### src/include/reset_state_cfg.svh
// constants for the reset state initializer: field positions, reset values, offsets
// assumes inclusion by every design file of the block
// What this block does
// - apply source state only on reset or trap
// - software set of recovery flag changes nothing else
// - resets: memory model 0, recovery 1, fpu on
// - resets clear address mask
// - resets set supervisor mode bit
// - resets clear interrupt enable
// - resets select alternate globals
// - resets clear interrupt global select
// - resets clear mmu global select
// - trap bit and cycle counter per source
// - read-only implementation id with trap level 5
// - power-on/system: coherence bit 1, others 0
// - way and size read 0 until written
// - delayed CSR write copies to shadow at resets other than power-on
// - shadow keeps old value without reset
// - hard power-on clears both shadow and readable copy
// - cache contents kept across later entries
// - tlb contents kept across watchdog reset
// - vector offset chosen by entry source
// - fixed priority among pending reset sources
// - alt select input chooses vector base
`ifndef RESET_STATE_CFG_SVH
`define RESET_STATE_CFG_SVH

// state register field positions
`define PS_AG_BIT         0
`define PS_IE_BIT         1
`define PS_PRIV_BIT       2
`define PS_AM_BIT         3
`define PS_PEF_BIT        4
`define PS_RED_BIT        5
`define PS_MM_LSB         6
`define PS_TLE_BIT        8
`define PS_CLE_BIT        9
`define PS_MG_BIT         10
`define PS_IG_BIT         11
`define PS_WIDTH          12
`define PS_RESET_VAL      12'h0_035

// l2 control field positions
`define L2_COHERENCE_BIT  0
`define L2_ACT_WAY_BIT    2
`define L2_SIZE_BIT       4
`define L2_WIDTH          9
`define L2_RESET_VAL      9'h0_001

// vector offsets and bases
`define VEC_OFF_POR       64'h0000_0000_0000_0020
`define VEC_OFF_WDR       64'h0000_0000_0000_0040
`define VEC_OFF_XIR       64'h0000_0000_0000_0060
`define VEC_OFF_SIR       64'h0000_0000_0000_0080
`define VEC_OFF_OTHER     64'h0000_0000_0000_00a0
`define NPC_STEP          64'h0000_0000_0000_0004
`define VEC_BASE_MAIN     64'hffff_ffff_f000_0000
`define VEC_BASE_ALT      64'hffff_ffff_ffff_0000

// implementation id fields
`define ID_MAKER_CODE     16'h0_a5a  // arbitrary value
`define ID_PART_CODE      16'h0_0c3  // arbitrary value
`define ID_MAX_TRAP_LEVEL 8'h05
`define ID_MAX_WINDOW     5'h07

`define CSR_WIDTH         32
`define CSR_RESET_VAL     32'h0000_0000

`endif

### src/include/reset_state_pkg.sv
// types for the reset state initializer
// assumes nothing beyond a SystemVerilog compiler
package reset_state_pkg;

	typedef enum logic [2:0] {
		src_none,
		src_por,
		src_sys,
		src_xir,
		src_wdr,
		src_sir,
		src_trap
	} entry_src_e;

endpackage : reset_state_pkg

### src/logic/entry_arbiter.sv
// fixed-priority selection of the entry source and its trap vector
// assumes request inputs synchronous to clock
`timescale 1ns/1ps
`include "reset_state_cfg.svh"

module entry_arbiter (
	input  wire logic                        por_req,
	input  wire logic                        sys_req,
	input  wire logic                        xir_req,
	input  wire logic                        wdr_req,
	input  wire logic                        sir_req,
	input  wire logic                        trap_req,
	input  wire logic                        alt_vector_select,
	output reset_state_pkg::entry_src_e      src,
	output logic [63:0]                      vector
);

	logic [63:0] base;
	logic [63:0] off;

	assign base = alt_vector_select ? `VEC_BASE_ALT : `VEC_BASE_MAIN;

	always_comb begin
		src = reset_state_pkg::src_none;
		off = `VEC_OFF_OTHER;
		if (por_req) begin
			src = reset_state_pkg::src_por;
			off = `VEC_OFF_POR;
		end else if (sys_req) begin
			src = reset_state_pkg::src_sys;
			off = `VEC_OFF_POR;
		end else if (xir_req) begin
			src = reset_state_pkg::src_xir;
			off = `VEC_OFF_XIR;
		end else if (wdr_req) begin
			src = reset_state_pkg::src_wdr;
			off = `VEC_OFF_WDR;
		end else if (sir_req) begin
			src = reset_state_pkg::src_sir;
			off = `VEC_OFF_SIR;
		end else if (trap_req) begin
			src = reset_state_pkg::src_trap;
			off = `VEC_OFF_OTHER;
		end
	end

	assign vector = base + off;

endmodule : entry_arbiter

### src/logic/shadow_csr.sv
// delayed-effect csr: readable copy plus shadow taken at reset
// assumes load pulses are one cycle and synchronous to clock
`timescale 1ns/1ps
`include "reset_state_cfg.svh"

module shadow_csr (
	input  wire logic                    clock,
	input  wire logic                    rst,
	input  wire logic                    wr_en,
	input  wire logic [`CSR_WIDTH-1:0]   wr_data,
	input  wire logic                    transfer,
	input  wire logic                    hard_por,
	output logic [`CSR_WIDTH-1:0]        readable,
	output logic [`CSR_WIDTH-1:0]        shadow
);

	logic [`CSR_WIDTH-1:0] readable_r;
	logic [`CSR_WIDTH-1:0] shadow_r;

	always_ff @(posedge clock) begin
		if (rst)
			readable_r <= `CSR_RESET_VAL;
		else if (hard_por)
			readable_r <= `CSR_RESET_VAL;
		else if (wr_en)
			readable_r <= wr_data;
	end

	always_ff @(posedge clock) begin
		if (rst)
			shadow_r <= `CSR_RESET_VAL;
		else if (hard_por)
			shadow_r <= `CSR_RESET_VAL;
		else if (transfer)
			shadow_r <= readable_r;
	end
	// shadow holds otherwise

	assign readable = readable_r;
	assign shadow   = shadow_r;

endmodule : shadow_csr

### src/logic/reset_state_initializer.sv
// top of the reset state initializer: architectural state on reset and trap entries
// assumes requests are one-cycle pulses synchronous to clock; rst is the hard power-on
// assumes software writes that coincide with an entry may be dropped
`timescale 1ns/1ps
`include "reset_state_cfg.svh"

module reset_state_initializer (
	input  wire logic                     clock,
	input  wire logic                     rst,
	input  wire logic                     por_req,
	input  wire logic                     sys_req,
	input  wire logic                     xir_req,
	input  wire logic                     wdr_req,
	input  wire logic                     sir_req,
	input  wire logic                     trap_req,
	input  wire logic                     alt_vector_select,
	input  wire logic                     sw_red_set,
	input  wire logic                     sw_state_wr,
	input  wire logic [`PS_WIDTH-1:0]     sw_state_data,
	input  wire logic                     l2_ctl_wr,
	input  wire logic [`L2_WIDTH-1:0]     l2_ctl_data,
	input  wire logic                     csr_wr,
	input  wire logic [`CSR_WIDTH-1:0]    csr_wr_data,
	input  wire logic                     cache_wr,
	input  wire logic [3:0]               cache_idx,
	input  wire logic [15:0]              cache_data,
	input  wire logic                     tlb_wr,
	input  wire logic [3:0]               tlb_idx,
	input  wire logic [15:0]              tlb_data,
	input  wire logic [3:0]               rd_idx,
	output logic [`PS_WIDTH-1:0]          processor_state_register,
	output logic [63:0]                   cycle_counter,
	output logic                          nonprivileged_trap_bit,
	output logic [`L2_WIDTH-1:0]          l2_ctl_read,
	output logic [63:0]                   implementation_id_register,
	output logic [`CSR_WIDTH-1:0]         csr_readable,
	output logic [`CSR_WIDTH-1:0]         csr_shadow,
	output logic [63:0]                   pc,
	output logic [63:0]                   npc,
	output logic [2:0]                    entry_source,
	output logic                          entry_pulse,
	output logic [15:0]                   cache_rd_data,
	output logic [15:0]                   tlb_rd_data
);

	// ****************************************
	// entry selection
	// ****************************************
	reset_state_pkg::entry_src_e src;
	logic [63:0]                 vector;
	logic                        any_entry;
	logic                        is_hard;
	logic                        is_full;
	logic                        shadow_xfer;
	logic                        sw_ok;

	entry_arbiter u_arb (
		.por_req           (por_req),
		.sys_req           (sys_req),
		.xir_req           (xir_req),
		.wdr_req           (wdr_req),
		.sir_req           (sir_req),
		.trap_req          (trap_req),
		.alt_vector_select (alt_vector_select),
		.src               (src),
		.vector            (vector)
	);

	assign any_entry   = (src != reset_state_pkg::src_none);
	// power-on and system reset are the full entries
	assign is_full     = (src == reset_state_pkg::src_por) || (src == reset_state_pkg::src_sys);
	assign is_hard     = (src == reset_state_pkg::src_por);
	// generic traps leave the delayed csr alone; power-on clears it instead
	assign shadow_xfer = any_entry && (src != reset_state_pkg::src_trap) && !is_hard;
	// l2 control writes lose to an entry taken in the same cycle
	assign sw_ok       = !any_entry;

	// ****************************************
	// processor state register
	// ****************************************
	logic [`PS_WIDTH-1:0] ps_r;
	logic [`PS_WIDTH-1:0] ps_nxt;
	logic [`PS_WIDTH-1:0] ps_entry;

	// state left by any reset or trap entry; CLE and TLE depend on the source
	always_comb begin
		ps_entry = ps_r;
		ps_entry[`PS_MM_LSB +: 2] = 2'h0;
		ps_entry[`PS_RED_BIT]     = 1'b1;
		ps_entry[`PS_PEF_BIT]     = 1'b1;
		ps_entry[`PS_AM_BIT]      = 1'b0;
		ps_entry[`PS_PRIV_BIT]    = 1'b1;
		ps_entry[`PS_IE_BIT]      = 1'b0;
		ps_entry[`PS_AG_BIT]      = 1'b1;
		ps_entry[`PS_IG_BIT]      = 1'b0;
		ps_entry[`PS_MG_BIT]      = 1'b0;
		if (is_full) begin
			ps_entry[`PS_CLE_BIT] = 1'b0;
			ps_entry[`PS_TLE_BIT] = 1'b0;
		end else begin
			// warm entries run with the endianness that traps use
			ps_entry[`PS_CLE_BIT] = ps_r[`PS_TLE_BIT];
		end
	end

	// an entry wins over software; a bare flag set touches nothing else
	always_comb begin
		ps_nxt = ps_r;
		if (any_entry) begin
			ps_nxt = ps_entry;
		end else if (sw_red_set) begin
			ps_nxt[`PS_RED_BIT] = 1'b1;
		end else if (sw_state_wr) begin
			ps_nxt = sw_state_data;
		end
	end

	always_ff @(posedge clock) begin
		if (rst)
			ps_r <= `PS_RESET_VAL;
		else
			ps_r <= ps_nxt;
	end

	// ****************************************
	// cycle counter and its trap bit
	// ****************************************
	logic [63:0] cnt_r;
	logic        npt_r;
	logic        cnt_restart;

	// watchdog, software and generic trap entries let the count run on
	assign cnt_restart = is_full || (src == reset_state_pkg::src_xir);

	always_ff @(posedge clock) begin
		if (rst)
			cnt_r <= 64'h0000_0000_0000_0000;
		else if (cnt_restart)
			cnt_r <= 64'h0000_0000_0000_0000;
		else
			cnt_r <= cnt_r + 64'h0000_0000_0000_0001;
	end

	// external, watchdog and software entries keep the bit as it was
	always_ff @(posedge clock) begin
		if (rst)
			npt_r <= 1'b1;
		else if (is_full)
			npt_r <= 1'b1;
	end

	// ****************************************
	// l2 control
	// ****************************************
	logic [`L2_WIDTH-1:0] l2_r;
	logic                 l2_written_r;
	logic [`L2_WIDTH-1:0] l2_view;

	always_ff @(posedge clock) begin
		if (rst)
			l2_r <= `L2_RESET_VAL;
		else if (is_full)
			l2_r <= `L2_RESET_VAL;
		else if (l2_ctl_wr && sw_ok)
			l2_r <= l2_ctl_data;
	end

	// set by the first write, cleared by power-on and system reset
	always_ff @(posedge clock) begin
		if (rst)
			l2_written_r <= 1'b0;
		else if (is_full)
			l2_written_r <= 1'b0;
		else if (l2_ctl_wr && sw_ok)
			l2_written_r <= 1'b1;
	end

	// way and size read back the written flag, not the stored bits
	always_comb begin
		l2_view = l2_r;
		l2_view[`L2_ACT_WAY_BIT] = l2_written_r;
		l2_view[`L2_SIZE_BIT]    = l2_written_r;
	end

	// ****************************************
	// delayed-effect csr
	// ****************************************
	logic [`CSR_WIDTH-1:0] csr_rd;
	logic [`CSR_WIDTH-1:0] csr_sh;

	// power-on clears both copies to one value; other resets move readable to shadow
	shadow_csr u_csr (
		.clock    (clock),
		.rst      (rst),
		.wr_en    (csr_wr),
		.wr_data  (csr_wr_data),
		.transfer (shadow_xfer),
		.hard_por (is_hard),
		.readable (csr_rd),
		.shadow   (csr_sh)
	);

	// ****************************************
	// cache and tlb contents, never cleared by entries
	// ****************************************
	logic [15:0] cache_mem [16];
	logic [15:0] tlb_mem   [16];

	// stores have no reset, as a power-on leaves them unknown
	genvar gi;
	generate
		for (gi = 0; gi < 16; gi++) begin : g_store
			always_ff @(posedge clock) begin
				if (cache_wr && cache_idx == 4'(gi))
					cache_mem[gi] <= cache_data;
				if (tlb_wr && tlb_idx == 4'(gi))
					tlb_mem[gi] <= tlb_data;
			end
		end
	endgenerate

	// ****************************************
	// program counters
	// ****************************************
	logic [63:0] pc_r;
	logic [63:0] npc_r;

	// reset itself starts execution at the power-on vector
	always_ff @(posedge clock) begin
		if (rst)
			pc_r <= `VEC_BASE_MAIN + `VEC_OFF_POR;
		else if (any_entry)
			pc_r <= vector;
	end

	// npc always runs one instruction ahead of pc
	always_ff @(posedge clock) begin
		if (rst)
			npc_r <= `VEC_BASE_MAIN + `VEC_OFF_POR + `NPC_STEP;
		else if (any_entry)
			npc_r <= vector + `NPC_STEP;
	end

	// ****************************************
	// entry report
	// ****************************************
	logic [2:0] src_r;
	logic       pulse_r;

	// source of the entry taken last cycle, zero when none
	always_ff @(posedge clock) begin
		if (rst)
			src_r <= 3'h0;
		else
			src_r <= src;
	end

	// high for the one cycle after each taken entry
	always_ff @(posedge clock) begin
		if (rst)
			pulse_r <= 1'b0;
		else
			pulse_r <= any_entry;
	end

	// ****************************************
	// l2 and csr read registers
	// ****************************************
	logic [`L2_WIDTH-1:0]  l2_out_r;
	logic [`CSR_WIDTH-1:0] csr_rd_r;
	logic [`CSR_WIDTH-1:0] csr_sh_r;

	// reset value is the view of a freshly reset l2 register
	always_ff @(posedge clock) begin
		if (rst)
			l2_out_r <= `L2_RESET_VAL;
		else
			l2_out_r <= l2_view;
	end

	always_ff @(posedge clock) begin
		if (rst)
			csr_rd_r <= `CSR_RESET_VAL;
		else
			csr_rd_r <= csr_rd;
	end

	always_ff @(posedge clock) begin
		if (rst)
			csr_sh_r <= `CSR_RESET_VAL;
		else
			csr_sh_r <= csr_sh;
	end

	// ****************************************
	// store read ports
	// ****************************************
	logic [15:0] cache_out_r;
	logic [15:0] tlb_out_r;

	// only the read register is cleared; the stores keep their contents
	always_ff @(posedge clock) begin
		if (rst)
			cache_out_r <= 16'h0000;
		else
			cache_out_r <= cache_mem[rd_idx];
	end

	always_ff @(posedge clock) begin
		if (rst)
			tlb_out_r <= 16'h0000;
		else
			tlb_out_r <= tlb_mem[rd_idx];
	end

	// ****************************************
	// identity word
	// ****************************************
	logic [63:0] id_r;

	// reloaded every cycle from constants, so it can never be changed
	always_ff @(posedge clock) begin
		id_r <= {`ID_MAKER_CODE, `ID_PART_CODE, 8'h00, `ID_MAX_TRAP_LEVEL, 11'h000,
			`ID_MAX_WINDOW};
	end

	// ****************************************
	// port drive
	// ****************************************
	// every port below comes straight from a register
	assign processor_state_register   = ps_r;
	assign cycle_counter              = cnt_r;
	assign nonprivileged_trap_bit     = npt_r;
	assign l2_ctl_read                = l2_out_r;
	assign implementation_id_register = id_r;
	assign csr_readable               = csr_rd_r;
	assign csr_shadow                 = csr_sh_r;
	assign pc                         = pc_r;
	assign npc                        = npc_r;
	assign entry_source               = src_r;
	assign entry_pulse                = pulse_r;
	assign cache_rd_data              = cache_out_r;
	assign tlb_rd_data                = tlb_out_r;

endmodule : reset_state_initializer

### config.mk
export PLATFORM = sky130hd
export DESIGN_NAME = reset_state_initializer
export DESIGN_NICKNAME = d
export VERILOG_FILES = /design/src/include/reset_state_pkg.sv /design/src/logic/entry_arbiter.sv /design/src/logic/shadow_csr.sv /design/src/logic/reset_state_initializer.sv
export VERILOG_INCLUDE_DIRS = /design/src /design/src/include
export SDC_FILE = /design/constraint.sdc
export NUM_CORES = 1
export LEC_CHECK = 0
export BUFFER_PORTS_ARGS = -buffer_cell sky130_fd_sc_hd__buf_4
export CORE_AREA = 5 5 298 300
export DETAILED_ROUTE_END_ITERATION = 16
export DIE_AREA = 0 0 303 305
export SYNTH_ARGS = -nofsm -noshare
export SYNTH_HDL_FRONTEND = slang
export SYNTH_SLANG_ARGS = --single-unit
export TNS_END_PERCENT = 1
### constraint.sdc
create_clock -name clock -period 3 [get_ports clock]
set_input_delay 0.3 -clock clock [delete_from_list [all_inputs] [get_ports clock]]
set_output_delay 0.3 -clock clock [all_outputs]
set_load 0.02 [all_outputs]
==> impl_metrics.tcl, run 1 <==
set metrics [dict create \
    cts.path.max_buffers 3 \
    synth.ff_latch_count 772 \
    via_count 16660 \
    finalPower_mw 23.42 \
    netSwitchingFraction 0.2171 \
    die_y_um 305 \
    holdPathStages 3 \
    place_congestion 0.8192 \
    postPlaceCellArea_um2 33100 \
    async_reset_ff_frac 0 \
    min_path_type "input pin to register" \
    grt_max_degree 108 \
    clock_skew_ps 21.99 \
    core-area_um2 85940 \
    io_buffers 324 \
    num_io_pins 490 \
    nNetsFinal 2456 \
    ir_drop_mv 0.3558 \
    cts_sinks 772 \
    vias_per_cell 4.670 \
    power.density_nw_per_um2 634.8 \
    drv_slew 0 \
    crit_required_ps 3540 \
    finalSetupTns_ps 0 \
    start_kind "input pin" \
    reg2reg_from "cycle_counter[12]$_SDFF_PP0_" \
    hp-start "l2_ctl_wr" \
    syn2layout_area_growth_pct 23.91 \
    synth-seq-area-share 0.6912 \
    synth.avg_cell_area_um2 15.77 \
    synthTopCellsByArea "edfxtp_1 52%, dfxtp_1 17%, mux4_2 12%, buf_4 4.8%, nor2b_1 2.2%" \
    antenna_found_initial 5 \
    synth_largest_area_cell "edfxtp_1" \
    post_cts_buffers 0 \
    postLayoutCellArea_um2 36890 \
    worstSetupEndpointType "register" \
    cts_max_level 3 \
    die_area_um2 92420 \
    synth.top_cell.area_share 0.5164 \
    worstReg2RegEnd "cycle_counter[59]$_SDFF_PP0_" \
    synthTopCellsByCount "512 x edfxtp_1, 260 x dfxtp_1, 190 x buf_4, 160 x mux4_2, 125 x nand2_1" \
    rr_worst_depth 5 \
    p_int_mw 18.33 \
    place_hpwl_um 42920 \
    cts-root-buf "clkbuf_16" \
    ant_nets 0 \
    period_share 0.8716 \
    drv_cap 0 \
    drive_above_1_share 0.2868 \
    setup_violations 0 \
    drt_iter0_drc 1022 \
    p_leak_nw 13.03 \
    crit_fanout 10 \
    hold_slack_ps 63.97 \
    fmax_ghz 0.3825 \
    grt_pass1_vias 17070 \
    cts-buffers-inserted 80 \
    hold_violations 0 \
    fill_cells 7678 \
    synthCells 1888 \
    hold-path-endpoint "l2_r[6]$_SDFFE_PP0P_" \
    wl_per_cell_um 19.79 \
    regToRegSetupSlack_ps 530 \
    synth_cell_type_count 45 \
    clk_latency_ps 630 \
    die_w_um 303 \
    combPwrFrac 0.063 \
    grt_pass1_wl_um 104600 \
    cts_tree "yes" \
    yosys_warnings 0 \
    slew_headroom 0.4659 \
    initial_core_util 0.3464 \
    status "finished, final reports clean" \
    min_period_ps 2615 \
    grt_overflow 0 \
    arrival_ps 3150 \
    grt_usage 0.1470 \
    worst_pin_slew_ps 799.4 \
    path_class "input pin to register" \
    yosysMostFrequentCell "edfxtp_1" \
    clkTransAtPathRegs_ps 60 \
    synth_edf_count 512 \
    netlist_area_um2 29770 \
    grt_setup_unrepaired "no" \
    drt_wl_total_um 70620 \
    p_switching_mw 5.084 \
    fin_util 0.4292 \
    clockPowerShare 0.441 \
    drtPass1Iterations 5 \
    seqPwrFrac 0.496 \
    drcViolationCount 0 \
    cts_resized 0 \
    synth_ff_type "edfxtp_1" \
    rows 108 \
]
-- worst max-delay path, cell delays in order --
cell and delay [ps]:
dlygate4sd3_1 550, buf_4 160, or4_1 590, nor3_2 450, buf_4 300, nand3_1 100, dlygate4sd3_1 570, a21oi_1 130
-- how the worst max path moves through the flow --
stage / from / endpoint / slack (ps)
3_3_place_gp: cycle_counter[12]$_SDFF_PP0_ / cycle_counter[59]$_SDFF_PP0_ / 630
6_report: xir_req / l2_r[5]$_SDFFE_PP0P_ / 390
4_1_cts: xir_req / l2_r[5]$_SDFFE_PP0P_ / 450
3_5_place_dp: cycle_counter[12]$_SDFF_PP0_ / cycle_counter[59]$_SDFF_PP0_ / 570
2_1_floorplan: cache_idx[3] / cache_mem[0][0]$_DFFE_PP_ / 640
5_1_grt: cycle_counter[12]$_SDFF_PP0_ / cycle_counter[63]$_SDFF_PP0_ / 290
-- cells by family after synthesis --
group	after synthesis	synth area share
fa+ha+maj	1	0.0004202
mux	194	0.1325
xor+xnor	27	0.007943
simple gates	492	0.08535
compound gates	121	0.02261
other cells	2	0.0002522
flops	772	0.6912
buf+inv	279	0.05972
-- cells in the final DEF (no fill, tap or decap), drive strengths merged, types with 80 or more instances in the layout --
| cell | count |
|---|---|
| a21oi | 80 |
| nor2 | 100 |
| nand2 | 125 |
| conb | 163 |
| nor2b | 104 |
| buf | 383 |
| mux4 | 160 |
| dlygate4sd3 | 99 |
| edfxtp | 512 |
| clkbuf | 110 |
| dfxtp | 260 |
-- flip-flops by register name (all words and copies together) (netlist names), 4 cells and up --
signal / cells
cache_mem: 256
l2_r: 7
cycle_counter: 64
tlb_rd_data: 16
csr_readable: 32
l2_ctl_read: 8
u_csr.readable: 32
csr_shadow: 32
cache_rd_data: 16
processor_state_register: 12
u_csr.shadow: 32
npc: 4
tlb_mem: 256
-- per-stage QoR --
step,setup slack (ps),std cells
after global placement,633.4,3317
after floorplan,643.3,2049
after detailed placement,571.4,3317
after global routing,291.6,3566
after CTS,451.3,3564
final,385.3,3568
-- area by class of cell --
type	count	area (µm²)	share of cell area
Timing Repair Buffer	483	3968	0.1075
Inverter	8	30.03	0.0008140
Clock buffer	109	2245	0.06085
Multi-Input combinational cell	998	8065	0.2186
Tap cell	1155	1445	0.03917
Sequential cell	772	20580	0.5579
Clock inverter	39	548.0	0.01486
Antenna cell	4	10.01	0.0002713
-- what timing repair did --
| item | in CTS | in global routing |
|---|---|---|
| hold endpoints to repair | 568 | 0 |
| setup endpoints to repair | 0 | 0 |
| hold buffers | 99 | 0 |
-- layer usage --
metal / vias up / wire [µm] / global-route usage
li1: 7631 / - / -
met4: 2 / 1342 / 0.03993
met5: - / 7 / 0
met2: 513 / 36090 / 0.2591
met3: 97 / 4990 / 0.03438
met1: 8421 / 28190 / 0.1813
-- power groups by stage --
| stage | logic (mW) | clock network (mW) | registers (mW) |
|---|---|---|---|
| CTS | 1.49 | 10.7 | 11.6 |
| global placement | 1.36 | 0 | 11.8 |
| finish | 1.47 | 10.3 | 11.6 |
| floorplan | 0.957 | 0 | 11.9 |
| global route | 1.58 | 11.1 | 11.6 |
| detailed placement | 1.38 | 0 | 11.8 |
(Power assumes the default switching activity.)
==> inputs of run 2 (changes only) <==
PLACE_DENSITY = 0.65   (was default)
==> run 2 against run 1 <==
  * Setup slack worse by 23 ps
  * Non-clock buffer count rose by 10
  * Sequential power about the same
  * Sequential share of layout area shrank 0.21 points
  * Clock power hardly changed
  * Critical path type unchanged
==> impl_metrics.tcl, run 2 (same netlist as run 1, synthesis figures left out) <==
set metrics [dict create \
    die_y_um 305 \
    p_leak_nw 13.08 \
    setup_violations 0 \
    drv_slew 0 \
    finalSetupTns_ps 0 \
    regToRegSetupSlack_ps 500 \
    drt_wl_total_um 70570 \
    place_congestion 0.8308 \
    die_area_um2 92420 \
    status "finished, final reports clean" \
    syn2layout_area_growth_pct 24.37 \
    period_share 0.8791 \
    layout_setup_ws_ps 362.8 \
    fill_cells 7534 \
    grt_overflow 0 \
    p_switching_mw 5.184 \
    core-area_um2 85940 \
    cts-buffers-inserted 80 \
    worst_pin_slew_ps 929.4 \
    antenna_found_initial 5 \
    dpl.cell_count 3323 \
    netSwitchingFraction 0.2211 \
    drtPass1Iterations 5 \
    cts_tree "yes" \
    seqPwrFrac 0.495 \
    instances_no_fill 3574 \
    clkTransAtPathRegs_ps 60 \
    start_kind "input pin" \
    crit_fanout 6 \
    combPwrFrac 0.063 \
    min_period_ps 2637 \
    drt_iter0_drc 1333 \
    post_cts_buffers 0 \
    cts-root-buf "clkbuf_16" \
    holdPathStages 4 \
    initial_core_util 0.3464 \
    worstSetupEndpointType "register" \
    fmax_ghz 0.3792 \
    fin_util 0.4309 \
    power.density_nw_per_um2 633.3 \
    crit_required_ps 3520 \
    grt_pass1_vias 17410 \
    io_buffers 324 \
    grt_usage 0.1475 \
    final_common_cell "edfxtp_1" \
    ant_nets 0 \
    arrival_ps 3150 \
    slew_headroom 0.3747 \
    drive_above_1_share 0.2903 \
    worstReg2RegEnd "cycle_counter[61]$_SDFF_PP0_" \
    hold-path-endpoint "processor_state_register[9]$_SDFFE_PP0P_" \
    grt_max_degree 76 \
    vias_per_cell 4.757 \
    reg2reg_from "cycle_counter[10]$_SDFF_PP0_" \
    num_io_pins 490 \
    min_path_type "input pin to register" \
    most-common-layout-cells "512 x edfxtp_1, 380 x buf_4, 260 x dfxtp_1, 163 x conb_1, 160 x mux4_2" \
    clockPowerShare 0.441 \
    drv_cap 0 \
    drcViolationCount 0 \
    p_int_mw 18.27 \
    nNetsFinal 2466 \
    hold_violations 0 \
    path_class "input pin to register" \
    place_hpwl_um 44180 \
    cts_sinks 772 \
    rows 108 \
    finalPower_mw 23.45 \
    via_count 17000 \
    grt_setup_unrepaired "no" \
    clk_latency_ps 640 \
    rr_worst_depth 5 \
    hp-start "rst" \
    cts_max_level 3 \
    die_w_um 303 \
    grt_pass1_wl_um 105500 \
    place_ws_ps 538.1 \
    ir_drop_mv 0.4453 \
    cts.path.max_buffers 3 \
    clock_skew_ps 44.49 \
    wl_per_cell_um 19.75 \
]
run 2: layout make-up:
type | count | area (µm²) | share of cell area
repair buffers | 493 | 4078 | 0.1101
multi-input cells | 998 | 8065 | 0.2178
flip-flops and latches | 772 | 20580 | 0.5558
clock buffers | 109 | 2231 | 0.06025
inverters | 8 | 30.03 | 0.0008109
well taps | 1155 | 1445 | 0.03903
diodes | 1 | 2.502 | 0.00006758
clock inverters | 38 | 598.1 | 0.01615
run 2: layer usage:
layer  GRT usage  up-vias  share of wire
met4     0.04539        6          0.025
met5           0        -        0.00058
met1      0.1819     8561           0.39
met2      0.2570      663           0.51
met3     0.03488      139          0.079
li1            -     7633              -
run 2: through the flow:
stage                     hold WS, ps  cell area [µm²]
final                           63.72            37030
after global routing            67.36            37030
after CTS                       19.07            37030
after detailed placement        430.5            33170
after global placement          428.4            33170
after floorplan                 398.9            30380
run 2: power groups by stage:
stage	clock, mW	combinational (mW)	sequential [mW]
2_1_floorplan	0	0.957	11.9
3_3_place_gp	0	1.37	11.8
3_5_place_dp	0	1.39	11.8
4_1_cts	10.6	1.50	11.6
5_1_grt	11.1	1.59	11.6
6_report	10.3	1.48	11.6
run 2: worst max path at each step:
| stage | startpoint | to | slack [ps] | cells after the start |
|---|---|---|---|---|
| final | xir_req | processor_state_register[2]$_SDFFE_PP1P_ | 360 | 6 |
| after global routing | xir_req | processor_state_register[2]$_SDFFE_PP1P_ | 240 | 6 |
| after CTS | xir_req | l2_r[6]$_SDFFE_PP0P_ | 390 | 8 |
| after detailed placement | cycle_counter[12]$_SDFF_PP0_ | cycle_counter[61]$_SDFF_PP0_ | 540 | 5 |
| after global placement | rd_idx[0] | tlb_rd_data[14]$_SDFF_PP0_ | 620 | 5 |
| after floorplan | cache_idx[3] | cache_mem[0][0]$_DFFE_PP_ | 640 | 2 |
run 2: timing repair:
action	in CTS	in global routing
endpoints found under the hold margin	568	0
hold buffers	103	0
resized for setup	0	0
run 2: critical path, cell delays in order:
cell	delay, ps
dlygate4sd3_1	570
buf_4	160
or4_1	580
nor4_1	730
nand3_1	170
dlygate4sd3_1	630
==> inputs of run 3 (changes only) <==
CORE_AREA = 5 5 245 366   (was 5 5 298 300)
DIE_AREA = 0 0 250 371   (was 0 0 303 305)
PLACE_DENSITY = 0.64   (was 0.65)
==> run 3 against run 2 <==
  * Critical path depth unchanged
  * Global-route usage grew 0.19 points
  * Count of clock-buffer cells in the layout grew 1
  * Largest cell class unchanged
==> impl_metrics.tcl, run 3 (same netlist as run 1, synthesis figures left out) <==
set metrics [dict create \
    seqCellArea_um2 20580 \
    grt_pass1_wl_um 107900 \
    hold-path-endpoint "l2_r[0]$_SDFFE_PP1P_" \
    ant_nets 0 \
    min_period_ps 2426 \
    regToRegSetupSlack_ps 570 \
    crit_required_ps 3520 \
    hold_violations 0 \
    path_class "register to register" \
    period_share 0.8087 \
    ir_drop_mv 0.5868 \
    grt_overflow 0 \
    fill_cells 7643 \
    grt_pass1_vias 17410 \
    die_y_um 371 \
    multiInputGateArea_um2 8065 \
    initial_core_util 0.3460 \
    cp_slowest_cell "nor4b_1" \
    start_kind "register" \
    antenna_found_initial 6 \
    final_common_cell "edfxtp_1" \
    slowest_delay_ps 510 \
    drtPass1Iterations 5 \
    grt_max_degree 76 \
    die_w_um 250 \
    rr_worst_depth 6 \
    crit_chain "ha_1, and3_1, nor4b_1, nand2_1, or4_1, a21oi_1" \
    finalSetupTns_ps 0 \
    power.density_nw_per_um2 620.0 \
    wl_per_cell_um 20.34 \
    busiest_layer "met2" \
    worstSetupEndpointType "register" \
    dpl.cell_count 3308 \
    place_congestion 0.8415 \
    cts_sinks 772 \
    num_io_pins 490 \
    reg2reg_from "cycle_counter[0]$_SDFF_PP0_" \
    grt_setup_unrepaired "no" \
    min_path_type "input pin to register" \
    core-area_um2 86050 \
    cts_tree "yes" \
    nNetsFinal 2460 \
    via_count 17130 \
    vias_per_cell 4.822 \
    clkTransAtPathRegs_ps 60 \
    io_buffers 324 \
    cts_max_level 3 \
    p_leak_nw 12.99 \
    drv_slew 0 \
    drt_wl_total_um 72240 \
    arrival_ps 2950 \
    worstReg2RegEnd "cycle_counter[58]$_SDFF_PP0_" \
    drcViolationCount 0 \
    setup_violations 0 \
    fmax_ghz 0.4122 \
    grtUsageMet3 0.03472 \
    place_hpwl_um 46300 \
    cts-buffers-inserted 77 \
    use_met1 0.1825 \
    drive_above_1_share 0.2876 \
    syn2layout_area_growth_pct 23.43 \
    rows 132 \
    drv_cap 0 \
    holdPathStages 3 \
    post_cts_buffers 0 \
    grt_usage 0.1494 \
    hp-start "sys_req" \
    slew_headroom 0.4763 \
    crit_fanout 9 \
    met2_usage 0.2644 \
    most-common-layout-cells "512 x edfxtp_1, 381 x buf_4, 260 x dfxtp_1, 163 x conb_1, 160 x mux4_2" \
    worst_pin_slew_ps 785.5 \
    cts-root-buf "clkbuf_16" \
    drt_iter0_drc 1030 \
    die_area_um2 92750 \
    status "finished, final reports clean" \
    cts.path.max_buffers 3 \
    instances_no_fill 3552 \
    clk_latency_ps 620 \
    clock_skew_ps 21.91 \
]
==> run 3: cell types whose count changed in the layout (fill, tap and decap cells not counted), moves of 4 or more <==
cell	delta
bufinv_16	-4
clkinv_1	+5
clkinv_2	-4
clkinv_16	-4
dlygate4sd3_1	-4
==> run 3: worst max-delay path by stage <==
stage,startpoint,end,slack [ps]
floorplan,cache_idx[3],cache_mem[0][0]$_DFFE_PP_,640
global placement,cycle_counter[12]$_SDFF_PP0_,cycle_counter[56]$_SDFF_PP0_,630
detailed placement,cycle_counter[12]$_SDFF_PP0_,cycle_counter[58]$_SDFF_PP0_,610
CTS,cycle_counter[13]$_SDFF_PP0_,cycle_counter[58]$_SDFF_PP0_,600
global route,cycle_counter[12]$_SDFF_PP0_,cycle_counter[57]$_SDFF_PP0_,340
finish,cycle_counter[0]$_SDFF_PP0_,cycle_counter[58]$_SDFF_PP0_,570
==> run 3: metrics by stage <==
step / cell area, µm² / worst slack (ps) / utilization / power (mW) / hold slack [ps]
2_1_floorplan: 30380 / 643.3 / - / 12.84 / 398.9
3_3_place_gp: 33150 / 632.3 / 0.3853 / 13.20 / 422.9
3_5_place_dp: 33150 / 614.1 / 0.3853 / 13.24 / 431.3
4_1_cts: 36740 / 600.3 / 0.4270 / 23.07 / 5.326
5_1_grt: 36740 / 340.0 / 0.4270 / 23.63 / 39.20
6_report: 36750 / 573.9 / 0.4270 / 22.78 / 45.87
==> run 3: metal layers <==
layer | wire, µm | vias to the layer above
li1 | - | 7638
met1 | 28180 | 8685
met2 | 37050 | 672
met3 | 5086 | 126
met4 | 1891 | 6
met5 | 34 | -
==> run 3: area by class of cell <==
cell class	instances	area share
Timing Repair Buffer	490	0.1101
Tap cell	1139	0.03878
Antenna cell	3	0.0002043
Clock buffer	110	0.06044
Inverter	8	0.0008172
Multi-Input combinational cell	998	0.2195
Clock inverter	32	0.01015
Sequential cell	772	0.5600
==> run 3: repair_timing <==
item,in CTS,in global routing
gates resized for setup,0,0
endpoints found under the hold margin,568,0
hold buffers,99,0
==> run 3: worst max-delay path, delay by kind of cell, from the launching register on <==
family	cells	cell delay, ps
simple gates	4	1540
flops	1	390
fa+ha+maj	1	260
compound gates	1	150
==> run 3: where the power goes <==
| group | switching [mW] | internal [mW] | total [mW] |
|---|---|---|---|
| clock network | 4.03 | 5.64 | 9.68 |
| logic | 0.861 | 0.630 | 1.49 |
| registers | 0.0736 | 11.5 | 11.6 |
